File: src/pdrc_pkg.sv
// Package with register map, field positions, reset values and timing constants of the piezo drive block
package pdrc_pkg;
   // Register addresses
   localparam logic [7:0] ADDR_CTRL      = 8'h00;
   localparam logic [7:0] ADDR_PER_LOW   = 8'h01;
   localparam logic [7:0] ADDR_PULSE_HI  = 8'h02;
   localparam logic [7:0] ADDR_PULSE_LO  = 8'h03;
   localparam logic [7:0] ADDR_DUTY      = 8'h04;
   localparam logic [7:0] ADDR_PHASE     = 8'h05;
   localparam logic [7:0] ADDR_TRIM      = 8'h06;
   localparam logic [7:0] ADDR_BLEND     = 8'h07;
   localparam logic [7:0] ADDR_TEST      = 8'h10;
   // Reset values
   localparam logic [7:0] RST_CTRL       = 8'h63;
   localparam logic [7:0] RST_ZERO       = 8'h00;
   localparam logic [7:0] RST_BLEND      = 8'h80;
   // Control register fields
   localparam int CTRL_PS_LSB   = 5;
   localparam int CTRL_CN_LSB   = 2;
   localparam int CTRL_PA_BIT   = 1;
   localparam int CTRL_PB_BIT   = 0;
   localparam logic [7:0] CTRL_WR_MASK = 8'h6f;
   // Pulse count high byte fields
   localparam int PHI_PER_MSB   = 7;
   localparam int PHI_DIR_BIT   = 6;
   localparam int PHI_DS_LSB    = 4;
   // Period trim register fields
   localparam int TRIM_IDLE_BIT = 7;
   localparam int TRIM_HB_BIT   = 6;
   localparam int TRIM_HYB_BIT  = 5;
   localparam int TRIM_DT_BIT   = 4;
   // Calibrate-now encodings
   localparam logic [1:0] CAL_NONE  = 2'h0;
   localparam logic [1:0] CAL_INCR  = 2'h1;
   localparam logic [1:0] CAL_SWEEP = 2'h2;
   // Slave address upper six bits
   localparam logic [5:0] SLV_ADDR_HI = 6'h2a;
   // Dead time in oscillator cycles: base and step per selection code
   localparam logic [3:0] DT_BASE_CYC = 4'h2;
   localparam logic [3:0] DT_STEP_CYC = 4'h2;
   // Clock rate of the system clock in hertz
   localparam int CLK_HZ = 25000000;
   typedef enum logic [2:0] {
      ST_IDLE, ST_ADDR, ST_REG, ST_WDATA, ST_ACK, ST_RDATA, ST_RACK
   } pdrc_i2c_state_t;
endpackage

File: src/pdrc_top.sv
// Piezo drive register bank, two-wire slave and drive period generator
//
// Summary of operation
// - Byte registers 00h-07h plus 10h
// - Location 10h unreachable in normal use
// - Control starts calibration, selects and enables phases
// - Bits 6:5 pick sensed phase, reset 11
// - Bits 3:2 calibrate none/incremental/sweep, reset 00
// - Bits 1,0 enable phases, reset set
// - Period is 9 bits, MSB from 02h bit7
// - Switching period divides oscillator by count
// - 02h bit 6 sets motion direction
// - 02h bits 5:4 pick 2/4/6/8 dead cycles
// - Selected dead time only with long-deadtime bit
// - 06h bits: idle, half-bridge, blend, long deadtime
// - Half-bridge only while supply above threshold
// - Period offset only when calibrate field 00
// - Offset ignored while tracking runs
// - Tracking waits for a written pulse count; trigger follows bits 3:2 at once
// - Zero pulse count stops motor, outputs low
// - Seven-bit slave address, LSB from strap
`timescale 1ns/1ps
module pdrc_top (
   input  wire logic       clk_sys,
   input  wire logic       rst_n,
   input  wire logic       scl_in,
   input  wire logic       sda_in,
   output logic            sda_out,
   output logic            sda_oe_n,
   input  wire logic       addr_strap,
   input  wire logic       supply_above_threshold,
   output logic            drive_a_hi,
   output logic            drive_a_lo,
   output logic            drive_b_hi,
   output logic            drive_b_lo,
   output logic [1:0]      sense_phase_select,
   output logic [1:0]      calibrate_trigger,
   output logic            tracking_active,
   output logic            motion_direction,
   output logic            idle_select,
   output logic            half_bridge_active,
   output logic            blend_speed_allow,
   output logic [7:0]      blend_level,
   output logic [7:0]      duty_width,
   output logic [7:0]      phase_offset_angle,
   output logic [10:0]     pulses_left
);
   // Input synchronisers
   logic [2:0] scl_sync_ff;
   logic [2:0] sda_sync_ff;
   logic [1:0] strap_sync_ff;
   logic [1:0] supply_sync_ff;
   always_ff @(posedge clk_sys or negedge rst_n) begin
      if (!rst_n) begin
         scl_sync_ff    <= 3'h7;
         sda_sync_ff    <= 3'h7;
         strap_sync_ff  <= 2'h0;
         supply_sync_ff <= 2'h0;
      end else begin
         scl_sync_ff    <= {scl_sync_ff[1:0], scl_in};
         sda_sync_ff    <= {sda_sync_ff[1:0], sda_in};
         strap_sync_ff  <= {strap_sync_ff[0], addr_strap};
         supply_sync_ff <= {supply_sync_ff[0], supply_above_threshold};
      end
   end
   logic scl_rise, scl_fall, bus_start, bus_stop, sda_now;
   assign sda_now   = sda_sync_ff[1];
   assign scl_rise  = scl_sync_ff[1] & ~scl_sync_ff[2];
   assign scl_fall  = ~scl_sync_ff[1] & scl_sync_ff[2];
   assign bus_start = scl_sync_ff[1] & scl_sync_ff[2] & sda_sync_ff[2] & ~sda_now;
   assign bus_stop  = scl_sync_ff[1] & scl_sync_ff[2] & ~sda_sync_ff[2] & sda_now;

   // Register bank
   logic [7:0] ctrl_ff, per_low_ff, pulse_hi_ff, pulse_lo_ff, trim_ff;
   logic [7:0] duty_ff, phase_ff, blend_ff;
   logic       wr_stb_ff;
   logic [7:0] wr_addr_ff, wr_data_ff;

   function automatic logic [7:0] read_mux(input logic [7:0] a);
      case (a)
         pdrc_pkg::ADDR_CTRL:     read_mux = ctrl_ff;
         pdrc_pkg::ADDR_PER_LOW:  read_mux = per_low_ff;
         pdrc_pkg::ADDR_PULSE_HI: read_mux = pulse_hi_ff;
         pdrc_pkg::ADDR_PULSE_LO: read_mux = pulse_lo_ff;
         pdrc_pkg::ADDR_DUTY:     read_mux = duty_ff;
         pdrc_pkg::ADDR_PHASE:    read_mux = phase_ff;
         pdrc_pkg::ADDR_TRIM:     read_mux = trim_ff;
         pdrc_pkg::ADDR_BLEND:    read_mux = blend_ff;
         default:                 read_mux = pdrc_pkg::RST_ZERO;
      endcase
   endfunction

   // Writes outside 00h-07h, the test slot included, fall to the default arm
   always_ff @(posedge clk_sys or negedge rst_n) begin
      if (!rst_n) begin
         ctrl_ff     <= pdrc_pkg::RST_CTRL;
         per_low_ff  <= pdrc_pkg::RST_ZERO;
         pulse_hi_ff <= pdrc_pkg::RST_ZERO;
         pulse_lo_ff <= pdrc_pkg::RST_ZERO;
         duty_ff     <= pdrc_pkg::RST_ZERO;
         phase_ff    <= pdrc_pkg::RST_ZERO;
         trim_ff     <= pdrc_pkg::RST_ZERO;
         blend_ff    <= pdrc_pkg::RST_BLEND;
      end else if (wr_stb_ff) begin
         case (wr_addr_ff)
            pdrc_pkg::ADDR_CTRL:     ctrl_ff     <= wr_data_ff & pdrc_pkg::CTRL_WR_MASK;
            pdrc_pkg::ADDR_PER_LOW:  per_low_ff  <= wr_data_ff;
            pdrc_pkg::ADDR_PULSE_HI: pulse_hi_ff <= wr_data_ff;
            pdrc_pkg::ADDR_PULSE_LO: pulse_lo_ff <= wr_data_ff;
            pdrc_pkg::ADDR_DUTY:     duty_ff     <= wr_data_ff;
            pdrc_pkg::ADDR_PHASE:    phase_ff    <= wr_data_ff;
            pdrc_pkg::ADDR_TRIM:     trim_ff     <= wr_data_ff;
            pdrc_pkg::ADDR_BLEND:    blend_ff    <= wr_data_ff;
            default: ;
         endcase
      end
   end

   // Two-wire slave, byte and page write, sequential read
   pdrc_pkg::pdrc_i2c_state_t state_ff, after_ack_ff;
   logic [2:0] bit_cnt_ff;
   logic       got_byte_ff, pull_ff, ack_ok_ff;
   logic [7:0] shift_ff, ptr_ff;
   logic       addr_match;
   assign addr_match = (shift_ff[7:1] == {pdrc_pkg::SLV_ADDR_HI, strap_sync_ff[1]});
   // Read data for the current and the following pointer, ready before the SCL fall that loads it
   logic [7:0] rd_cur, rd_next;
   assign rd_cur  = read_mux(ptr_ff);
   assign rd_next = read_mux(ptr_ff + 8'h01);

   always_ff @(posedge clk_sys or negedge rst_n) begin
      if (!rst_n) begin
         state_ff     <= pdrc_pkg::ST_IDLE;
         after_ack_ff <= pdrc_pkg::ST_IDLE;
         bit_cnt_ff   <= 3'h0;
         got_byte_ff  <= 1'b0;
         pull_ff      <= 1'b0;
         ack_ok_ff    <= 1'b0;
         shift_ff     <= 8'h00;
         ptr_ff       <= 8'h00;
         wr_stb_ff    <= 1'b0;
         wr_addr_ff   <= 8'h00;
         wr_data_ff   <= 8'h00;
      end else begin
         wr_stb_ff <= 1'b0;
         if (bus_start) begin
            state_ff    <= pdrc_pkg::ST_ADDR;
            bit_cnt_ff  <= 3'h0;
            got_byte_ff <= 1'b0;
            pull_ff     <= 1'b0;
         end else if (bus_stop) begin
            state_ff <= pdrc_pkg::ST_IDLE;
            pull_ff  <= 1'b0;
         end else if (scl_rise) begin
            case (state_ff)
               pdrc_pkg::ST_ADDR, pdrc_pkg::ST_REG, pdrc_pkg::ST_WDATA: begin
                  shift_ff    <= {shift_ff[6:0], sda_now};
                  bit_cnt_ff  <= bit_cnt_ff + 3'h1;
                  got_byte_ff <= (bit_cnt_ff == 3'h7);
               end
               pdrc_pkg::ST_RDATA: begin
                  bit_cnt_ff  <= bit_cnt_ff + 3'h1;
                  got_byte_ff <= (bit_cnt_ff == 3'h7);
               end
               pdrc_pkg::ST_RACK: ack_ok_ff <= ~sda_now;
               default: ;
            endcase
         end else if (scl_fall) begin
            case (state_ff)
               pdrc_pkg::ST_ADDR: if (got_byte_ff) begin
                  got_byte_ff <= 1'b0;
                  if (addr_match) begin
                     pull_ff      <= 1'b1;
                     state_ff     <= pdrc_pkg::ST_ACK;
                     after_ack_ff <= shift_ff[0] ? pdrc_pkg::ST_RDATA : pdrc_pkg::ST_REG;
                  end else begin
                     state_ff <= pdrc_pkg::ST_IDLE;
                  end
               end
               pdrc_pkg::ST_REG: if (got_byte_ff) begin
                  got_byte_ff  <= 1'b0;
                  ptr_ff       <= shift_ff;
                  pull_ff      <= 1'b1;
                  state_ff     <= pdrc_pkg::ST_ACK;
                  after_ack_ff <= pdrc_pkg::ST_WDATA;
               end
               pdrc_pkg::ST_WDATA: if (got_byte_ff) begin
                  got_byte_ff  <= 1'b0;
                  wr_stb_ff    <= 1'b1;
                  wr_addr_ff   <= ptr_ff;
                  wr_data_ff   <= shift_ff;
                  ptr_ff       <= ptr_ff + 8'h01;
                  pull_ff      <= 1'b1;
                  state_ff     <= pdrc_pkg::ST_ACK;
                  after_ack_ff <= pdrc_pkg::ST_WDATA;
               end
               pdrc_pkg::ST_ACK: begin
                  bit_cnt_ff <= 3'h0;
                  state_ff   <= after_ack_ff;
                  if (after_ack_ff == pdrc_pkg::ST_RDATA) begin
                     shift_ff <= rd_cur;
                     pull_ff  <= ~rd_cur[7];
                  end else begin
                     pull_ff <= 1'b0;
                  end
               end
               pdrc_pkg::ST_RDATA: begin
                  if (got_byte_ff) begin
                     got_byte_ff <= 1'b0;
                     pull_ff     <= 1'b0;
                     state_ff    <= pdrc_pkg::ST_RACK;
                  end else begin
                     shift_ff <= {shift_ff[6:0], 1'b0};
                     pull_ff  <= ~shift_ff[6];
                  end
               end
               pdrc_pkg::ST_RACK: begin
                  if (ack_ok_ff) begin
                     ptr_ff     <= ptr_ff + 8'h01;
                     shift_ff   <= rd_next;
                     pull_ff    <= ~rd_next[7];
                     bit_cnt_ff <= 3'h0;
                     state_ff   <= pdrc_pkg::ST_RDATA;
                  end else begin
                     state_ff <= pdrc_pkg::ST_IDLE;
                  end
               end
               default: ;
            endcase
         end
      end
   end
   assign sda_out  = 1'b0;
   assign sda_oe_n = ~pull_ff;

   // Decoded fields
   logic [1:0] cal_sel;
   logic [8:0] period_count;
   logic [3:0] dead_cycles;
   assign cal_sel      = ctrl_ff[pdrc_pkg::CTRL_CN_LSB +: 2];
   assign period_count = {pulse_hi_ff[pdrc_pkg::PHI_PER_MSB], per_low_ff};
   // Selection code only counts with long dead time enabled
   assign dead_cycles  = trim_ff[pdrc_pkg::TRIM_DT_BIT]
      ? pdrc_pkg::DT_BASE_CYC + pdrc_pkg::DT_STEP_CYC * {2'h0, pulse_hi_ff[pdrc_pkg::PHI_DS_LSB +: 2]}
      : pdrc_pkg::DT_BASE_CYC;

   // Pulse count and calibration gating
   logic        pulse_loaded_ff, pulse_wr;
   logic [10:0] pulses_ff;
   assign pulse_wr = wr_stb_ff & ((wr_addr_ff == pdrc_pkg::ADDR_PULSE_HI) | (wr_addr_ff == pdrc_pkg::ADDR_PULSE_LO));
   logic        period_end, running;
   always_ff @(posedge clk_sys or negedge rst_n) begin
      if (!rst_n) begin
         pulse_loaded_ff <= 1'b0;
         pulses_ff       <= 11'h000;
      end else if (pulse_wr) begin
         pulse_loaded_ff <= 1'b1;
         // A zero load stops the motor at once, even mid-count
         pulses_ff <= (wr_addr_ff == pdrc_pkg::ADDR_PULSE_HI) ? {wr_data_ff[2:0], pulse_lo_ff}
                                                                : {pulse_hi_ff[2:0], wr_data_ff};
      end else if (period_end && running) begin
         pulses_ff <= pulses_ff - 11'h001;
      end
   end
   assign running = (pulses_ff != 11'h000) & ~trim_ff[pdrc_pkg::TRIM_IDLE_BIT];

   logic tracking;
   assign tracking = pulse_loaded_ff & ((cal_sel == pdrc_pkg::CAL_INCR) | (cal_sel == pdrc_pkg::CAL_SWEEP));

   // Period generator: offset only when no calibration is requested
   logic [9:0] period_eff;
   logic [9:0] cnt_ff;
   logic [3:0] dead_ff;
   logic       phase_hi_ff;
   assign period_eff = {1'b0, period_count}
      + ((cal_sel == pdrc_pkg::CAL_NONE) ? {7'h00, trim_ff[2:0]} : 10'h000);
   assign period_end = (cnt_ff + 10'h001 >= period_eff);
   always_ff @(posedge clk_sys or negedge rst_n) begin
      if (!rst_n) begin
         cnt_ff      <= 10'h000;
         phase_hi_ff <= 1'b0;
         dead_ff     <= 4'h0;
      end else begin
         cnt_ff <= (period_end || !running) ? 10'h000 : cnt_ff + 10'h001;
         if (!running) begin
            phase_hi_ff <= 1'b0;
            dead_ff     <= 4'h0;
         end else if (period_end || (cnt_ff + 10'h001 == {1'b0, period_eff[9:1]})) begin
            phase_hi_ff <= period_end;
            dead_ff     <= dead_cycles;
         end else if (dead_ff != 4'h0) begin
            dead_ff <= dead_ff - 4'h1;
         end
      end
   end

   // Registered outputs; both legs low during dead time or when stopped
   always_ff @(posedge clk_sys or negedge rst_n) begin
      if (!rst_n) begin
         drive_a_hi <= 1'b0;
         drive_a_lo <= 1'b0;
         drive_b_hi <= 1'b0;
         drive_b_lo <= 1'b0;
      end else begin
         drive_a_hi <= running & ctrl_ff[pdrc_pkg::CTRL_PA_BIT] & phase_hi_ff & (dead_ff == 4'h0);
         drive_a_lo <= running & ctrl_ff[pdrc_pkg::CTRL_PA_BIT] & ~phase_hi_ff & (dead_ff == 4'h0);
         drive_b_hi <= running & ctrl_ff[pdrc_pkg::CTRL_PB_BIT] & phase_hi_ff & (dead_ff == 4'h0);
         drive_b_lo <= running & ctrl_ff[pdrc_pkg::CTRL_PB_BIT] & ~phase_hi_ff & (dead_ff == 4'h0);
      end
   end

   assign sense_phase_select = ctrl_ff[pdrc_pkg::CTRL_PS_LSB +: 2];
   assign calibrate_trigger  = cal_sel;
   assign tracking_active    = tracking;
   assign motion_direction   = pulse_hi_ff[pdrc_pkg::PHI_DIR_BIT];
   assign idle_select        = trim_ff[pdrc_pkg::TRIM_IDLE_BIT];
   // Supply monitor level is only trusted after its synchroniser
   assign half_bridge_active = trim_ff[pdrc_pkg::TRIM_HB_BIT] & supply_sync_ff[1];
   assign blend_speed_allow  = trim_ff[pdrc_pkg::TRIM_HYB_BIT];
   assign blend_level        = blend_ff;
   assign duty_width         = duty_ff;
   assign phase_offset_angle = phase_ff;
   assign pulses_left        = pulses_ff;

   a_zero_stops: assert property (@(posedge clk_sys) disable iff (!rst_n)
      (pulses_ff == 11'h000) |=> !(drive_a_hi | drive_a_lo | drive_b_hi | drive_b_lo))
      else $error("Outputs active with zero pulse count");
   a_test_slot_ignored: assert property (@(posedge clk_sys) disable iff (!rst_n)
      (wr_stb_ff && wr_addr_ff > pdrc_pkg::ADDR_BLEND) |=> $stable(ctrl_ff) && $stable(blend_ff) && $stable(trim_ff))
      else $error("Write outside map changed a register");
   a_track_needs_load: assert property (@(posedge clk_sys) disable iff (!rst_n)
      !pulse_loaded_ff |-> !tracking_active)
      else $error("Tracking without pulse count");
   a_offset_gated: assert property (@(posedge clk_sys) disable iff (!rst_n)
      (cal_sel != pdrc_pkg::CAL_NONE) |-> period_eff == {1'b0, period_count})
      else $error("Offset applied during calibration");
   a_half_bridge_gate: assert property (@(posedge clk_sys) disable iff (!rst_n)
      half_bridge_active |-> $past(supply_above_threshold, 2) && trim_ff[pdrc_pkg::TRIM_HB_BIT])
      else $error("Half bridge without supply level");
   a_ctrl_write_lands: assert property (@(posedge clk_sys) disable iff (!rst_n)
      (wr_stb_ff && wr_addr_ff == pdrc_pkg::ADDR_CTRL) |=> ctrl_ff == ($past(wr_data_ff) & pdrc_pkg::CTRL_WR_MASK))
      else $error("Control write lost");
   a_dead_gap: assert property (@(posedge clk_sys) disable iff (!rst_n)
      $rose(phase_hi_ff) && running |=> !drive_a_hi [*2])
      else $error("Dead time shorter than two cycles");
   a_no_overlap: assert property (@(posedge clk_sys) disable iff (!rst_n)
      !(drive_a_hi && drive_a_lo) && !(drive_b_hi && drive_b_lo))
      else $error("Both legs on together");
endmodule // pdrc_top

File: config.mk
export PLATFORM = sky130hd
export DESIGN_NAME = pdrc_top
export DESIGN_NICKNAME = d
export VERILOG_FILES = /design/src/pdrc_pkg.sv /design/src/pdrc_top.sv
export SDC_FILE = /design/constraint.sdc
export NUM_CORES = 1
export LEC_CHECK = 0
export CORE_AREA = 2 2 118 143
export CTS_CLUSTER_SIZE = 30
export DETAILED_ROUTE_END_ITERATION = 7
export DIE_AREA = 0 0 120 145
export DONT_BUFFER_PORTS = 1
export PLACE_DENSITY = 0.67
export RECOVER_POWER = 100
export SLEW_MARGIN = 30
export SYNTH_ARGS = -nofsm -noshare
export SYNTH_HDL_FRONTEND = slang
export SYNTH_SLANG_ARGS = --single-unit
export TNS_END_PERCENT = 100
File: constraint.sdc
create_clock -name clk_sys -period 10.68 [get_ports clk_sys]
set_clock_uncertainty 0.1 [all_clocks]
set_input_delay 1.602 -clock clk_sys [delete_from_list [all_inputs] [get_ports clk_sys]]
set_output_delay 1.602 -clock clk_sys [all_outputs]
set_load 0.01 [all_outputs]
==> impl_metrics.yaml <==
outcome:
  status: "finished, violations left"
  violations: "max-capacitance violations, max-slew violations"
sta:
  number_of_setup_violations_in_the_final_report: 0
  setup-tns-final_ps: 0
  grt_setup_unrepaired: "no"
  max_freq_ghz: 0.199
  maxSlewViolCount: 33
  period_share: 0.471
  timing_worst_slew_pin_value_ps: 1840
  timing.slew.headroom: -0.240
  period_minus_slack_ps: 5030
  hold_violations: 0
layout:
  diodes: 0
  final_util: 0.565
  post_route_cells_drive_above_1_share: 0.172
  area_growth_syn_to_layout_pct: 7.10
  design.final.nets: 821
  design_area_sq_um: 9060
setup_path:
  worst_r2r_startpoint: "ctrl_ff[2]"
  crit_fanout: 14
  crit_startpoint: "ctrl_ff[2]"
  critical_path_launch_point_type: "flip-flop"
  critPathRequiredTime_ps: 10870
  critical_path.slowest_cell: "sky130_fd_sc_hd__o31ai_1"
  setup.worst_path.end_class: "flip-flop"
  timing.critical_path.cells: "inv_1 -> ha_1 -> and2_0 -> ha_1 -> inv_1 -> fa_1 -> nor2b_1 -> o21ai_0 -> xor2_1 -> ha_1 -> a21oi_1 -> nor2b_1 -> a2111oi_0 -> o31ai_1 -> or2_0 -> o31ai_1"
  arrival_ps: 5220
  timing.critical_path.mode_cell: "sky130_fd_sc_hd__ha_1"
  slowest_delay_ps: 1430
  worstSetupPathType: "flip-flop to flip-flop"
cts:
  clock_tree.htree_level_count: 4
  insertion_delay_ps: 430
  clock_path_buffers: 2
  tritoncts.num_buffers: 17
  worst_setup_hold_path_clk_slew_ps: 60
  postCtsSetupRepairBufs: 0
  clockRootBuffer: "sky130_fd_sc_hd__clkbuf_16"
  post_cts_hold_buffer_count: 0
  cts.sink_count: 148
  post_cts.resized_instances: 0
  cts_tree: "built"
floorplanning:
  die_w_microns: 120
  io-pin-count: 56
  core_sq_um: 16000
  floorplan.initialDensity: 0.528
  floorplan.rows: 51
  design.die.area_sq_um: 17400
  die_height_microns: 145
flow_run:
  drv_cap: 3
synthesis:
  syn_std_cell_area_sq_um: 8460
  yosysSeqAreaShare: 0.440
  ranking_of_synthesized_cells_by_area: "sky130_fd_sc_hd__dfrtp_1 41%, sky130_fd_sc_hd__mux2_2 12%, sky130_fd_sc_hd__ha_1 4.4%"
  synth-seq-cells: 148
  yosys.cell_types.count: 75
  yosysWarningCount: 0
  ys.flop_type: "sky130_fd_sc_hd__dfrtp_1"
  synthesis.instances: 811
  synthesis.nets: 848
  yosysMostFrequentCell: "sky130_fd_sc_hd__dfrtp_1"
  synth_top_cell_area_share: 0.405
  postSynth.asyncResetShare: 1.00
  synth_edf_count: 0
  synth.cells.most_frequent: "137 x sky130_fd_sc_hd__dfrtp_1, 90 x sky130_fd_sc_hd__mux2_2, 52 x sky130_fd_sc_hd__nor2_1"
  synth_largest_area_cell: "sky130_fd_sc_hd__dfrtp_1"
  syn_avg_cell_area_sq_um: 10.4
routing:
  drc: 0
  finalWirelength_microns: 21800
  num_vias: 6389
  detail_route.vias_per_cell: 6.33
  ant_nets: 0
  drt_iter0_markers: 540
  firstDrtPassIters: 5
  post_drt_wl_per_cell_microns: 21.6
place:
  placement.io_buffers: 0
  placed_cell_area_sq_um: 8560
  place.gp.congestion: 0.889
  post-dp-hpwl_microns: 15200
worst_hold_path:
  worst_hold_startpoint: "strap_sync_ff[0]"
  hold_class: "flip-flop to flip-flop"
global_routing:
  global_route.usage.total: 0.261
  gr-total-overflow: 0
  pin_count_of_the_biggest_net_entering_global_routing: 149
  grt_pass1_vias: 6532
  grt_antenna_before_repair: 0
  global_route_wire_length_before_repair_microns: 35300
pwr:
  static-leakage-power_nw: 4.12
  power-per-cell-area_nw_per_um2: 135
  ir_worst_vdd_v: 0.000125
==> worst max-delay path: cells and delay by family (launching register included) <==
family | cells | cell delay, ps
XOR/XNOR | 1 | 190
AO/OA/AOI/OAI | 5 | 1850
adder cells (fa/ha/maj) | 4 | 1040
buffers and inverters | 2 | 150
flip-flops | 1 | 450
AND/OR/NAND/NOR | 4 | 1100
==> per-stage QoR <==
step | worst slack [ps] | std cells | hold slack, ps | power, W
6_report | 5650 | 1009 | 251 | 0.00122
5_1_grt | 5230 | 1009 | 255 | 0.00126
4_1_cts | 6470 | 1009 | 253 | 0.00123
3_5_place_dp | 6500 | 977 | 239 | 0.000641
3_3_place_gp | 6530 | 977 | 232 | 0.000639
2_1_floorplan | 7160 | 811 | 231 | 0.000626
==> state kept, by name, summed over array words and instances, names as in the netlist, 3 cells and up <==
| name | cells |
|---|---|
| after_ack_ff | 3 |
| bit_cnt_ff | 3 |
| blend_level | 8 |
| cnt_ff | 10 |
| ctrl_ff | 6 |
| dead_ff | 4 |
| duty_width | 8 |
| per_low_ff | 8 |
| phase_offset_angle | 8 |
| ptr_ff | 8 |
| pulse_hi_ff | 8 |
| pulse_lo_ff | 8 |
| pulses_left | 11 |
| scl_sync_ff | 3 |
| sda_sync_ff | 3 |
| shift_ff | 8 |
| state_ff | 3 |
| trim_ff | 8 |
| wr_addr_ff | 8 |
| wr_data_ff | 8 |
==> routing by layer <==
metal | global-route usage | up-vias | wire length (microns)
li1 | - | 2906 | -
met1 | 0.310 | 3204 | 8700
met2 | 0.452 | 229 | 11200
met3 | 0.0664 | 50 | 1330
met4 | 0.0941 | 0 | 537
met5 | 0 | - | 0
==> layout by cell type, fill, tap and decap left out, types with 5 or more instances in the layout <==
master,count
sky130_fd_sc_hd__dfrtp_1,137
sky130_fd_sc_hd__mux2_2,87
sky130_fd_sc_hd__nor2_1,52
sky130_fd_sc_hd__nand2_1,41
sky130_fd_sc_hd__a21oi_1,38
sky130_fd_sc_hd__inv_1,36
sky130_fd_sc_hd__a22oi_1,32
sky130_fd_sc_hd__ha_1,29
sky130_fd_sc_hd__nand3_1,25
sky130_fd_sc_hd__xor2_1,25
sky130_fd_sc_hd__o21ai_0,23
sky130_fd_sc_hd__a22o_1,19
sky130_fd_sc_hd__nor2b_1,17
sky130_fd_sc_hd__clkbuf_16,17
sky130_fd_sc_hd__nor3_1,16
sky130_fd_sc_hd__xnor2_1,14
sky130_fd_sc_hd__a211oi_1,14
sky130_fd_sc_hd__nand2b_1,10
sky130_fd_sc_hd__and3_1,8
sky130_fd_sc_hd__a31oi_1,8
sky130_fd_sc_hd__a221oi_1,8
sky130_fd_sc_hd__nand4_1,7
sky130_fd_sc_hd__o211ai_1,7
sky130_fd_sc_hd__a21o_1,7
sky130_fd_sc_hd__mux2i_1,7
sky130_fd_sc_hd__and2_1,6
sky130_fd_sc_hd__a222oi_1,6
sky130_fd_sc_hd__dfstp_1,6
sky130_fd_sc_hd__nor3b_1,5
sky130_fd_sc_hd__dfstp_2,5
==> logic make-up (layout without fill, tap and decap cells) <==
logic type,count (synthesis),in the layout,synth area share
buffers and inverters,88,74,0.0444
adder cells (fa/ha/maj),31,31,0.0468
flip-flops,148,148,0.440
other,1,1,0.000443
XOR/XNOR,40,40,0.0414
AO/OA/AOI/OAI,193,193,0.167
multiplexers,98,98,0.129
AND/OR/NAND/NOR,212,212,0.131
==> final cells by class <==
| class | instances | area [sq um] |
|---|---|---|
| fillers | 1395 | 6960 |
| multi-input cells | 575 | 4320 |
| flip-flops and latches | 148 | 3720 |
| clock buffers | 17 | 425 |
| well taps | 212 | 265 |
| clock inverters | 15 | 156 |
| inverters | 36 | 135 |
| repair buffers | 6 | 33.8 |
==> power breakdown <==
part | internal [W] | total [W] | switching [W]
Sequential | 0.000574 | 0.000590 | 0.0000162
Combinational | 0.0000193 | 0.0000400 | 0.0000208
Clock | 0.000345 | 0.000591 | 0.000246
==> worst paths after layout <==
kind,cells past startpoint,slack (ps),endpoint
worst min-delay path,0,250,strap_sync_ff[1]
max in group asynchronous,0,9390,scl_sync_ff[0]
worst max-delay path,16,5650,phase_hi_ff
worst min register to register,0,250,strap_sync_ff[1]
worst max register to register,16,5650,phase_hi_ff
min in group asynchronous,0,760,cnt_ff[2]
(Power assumes the default switching activity.)
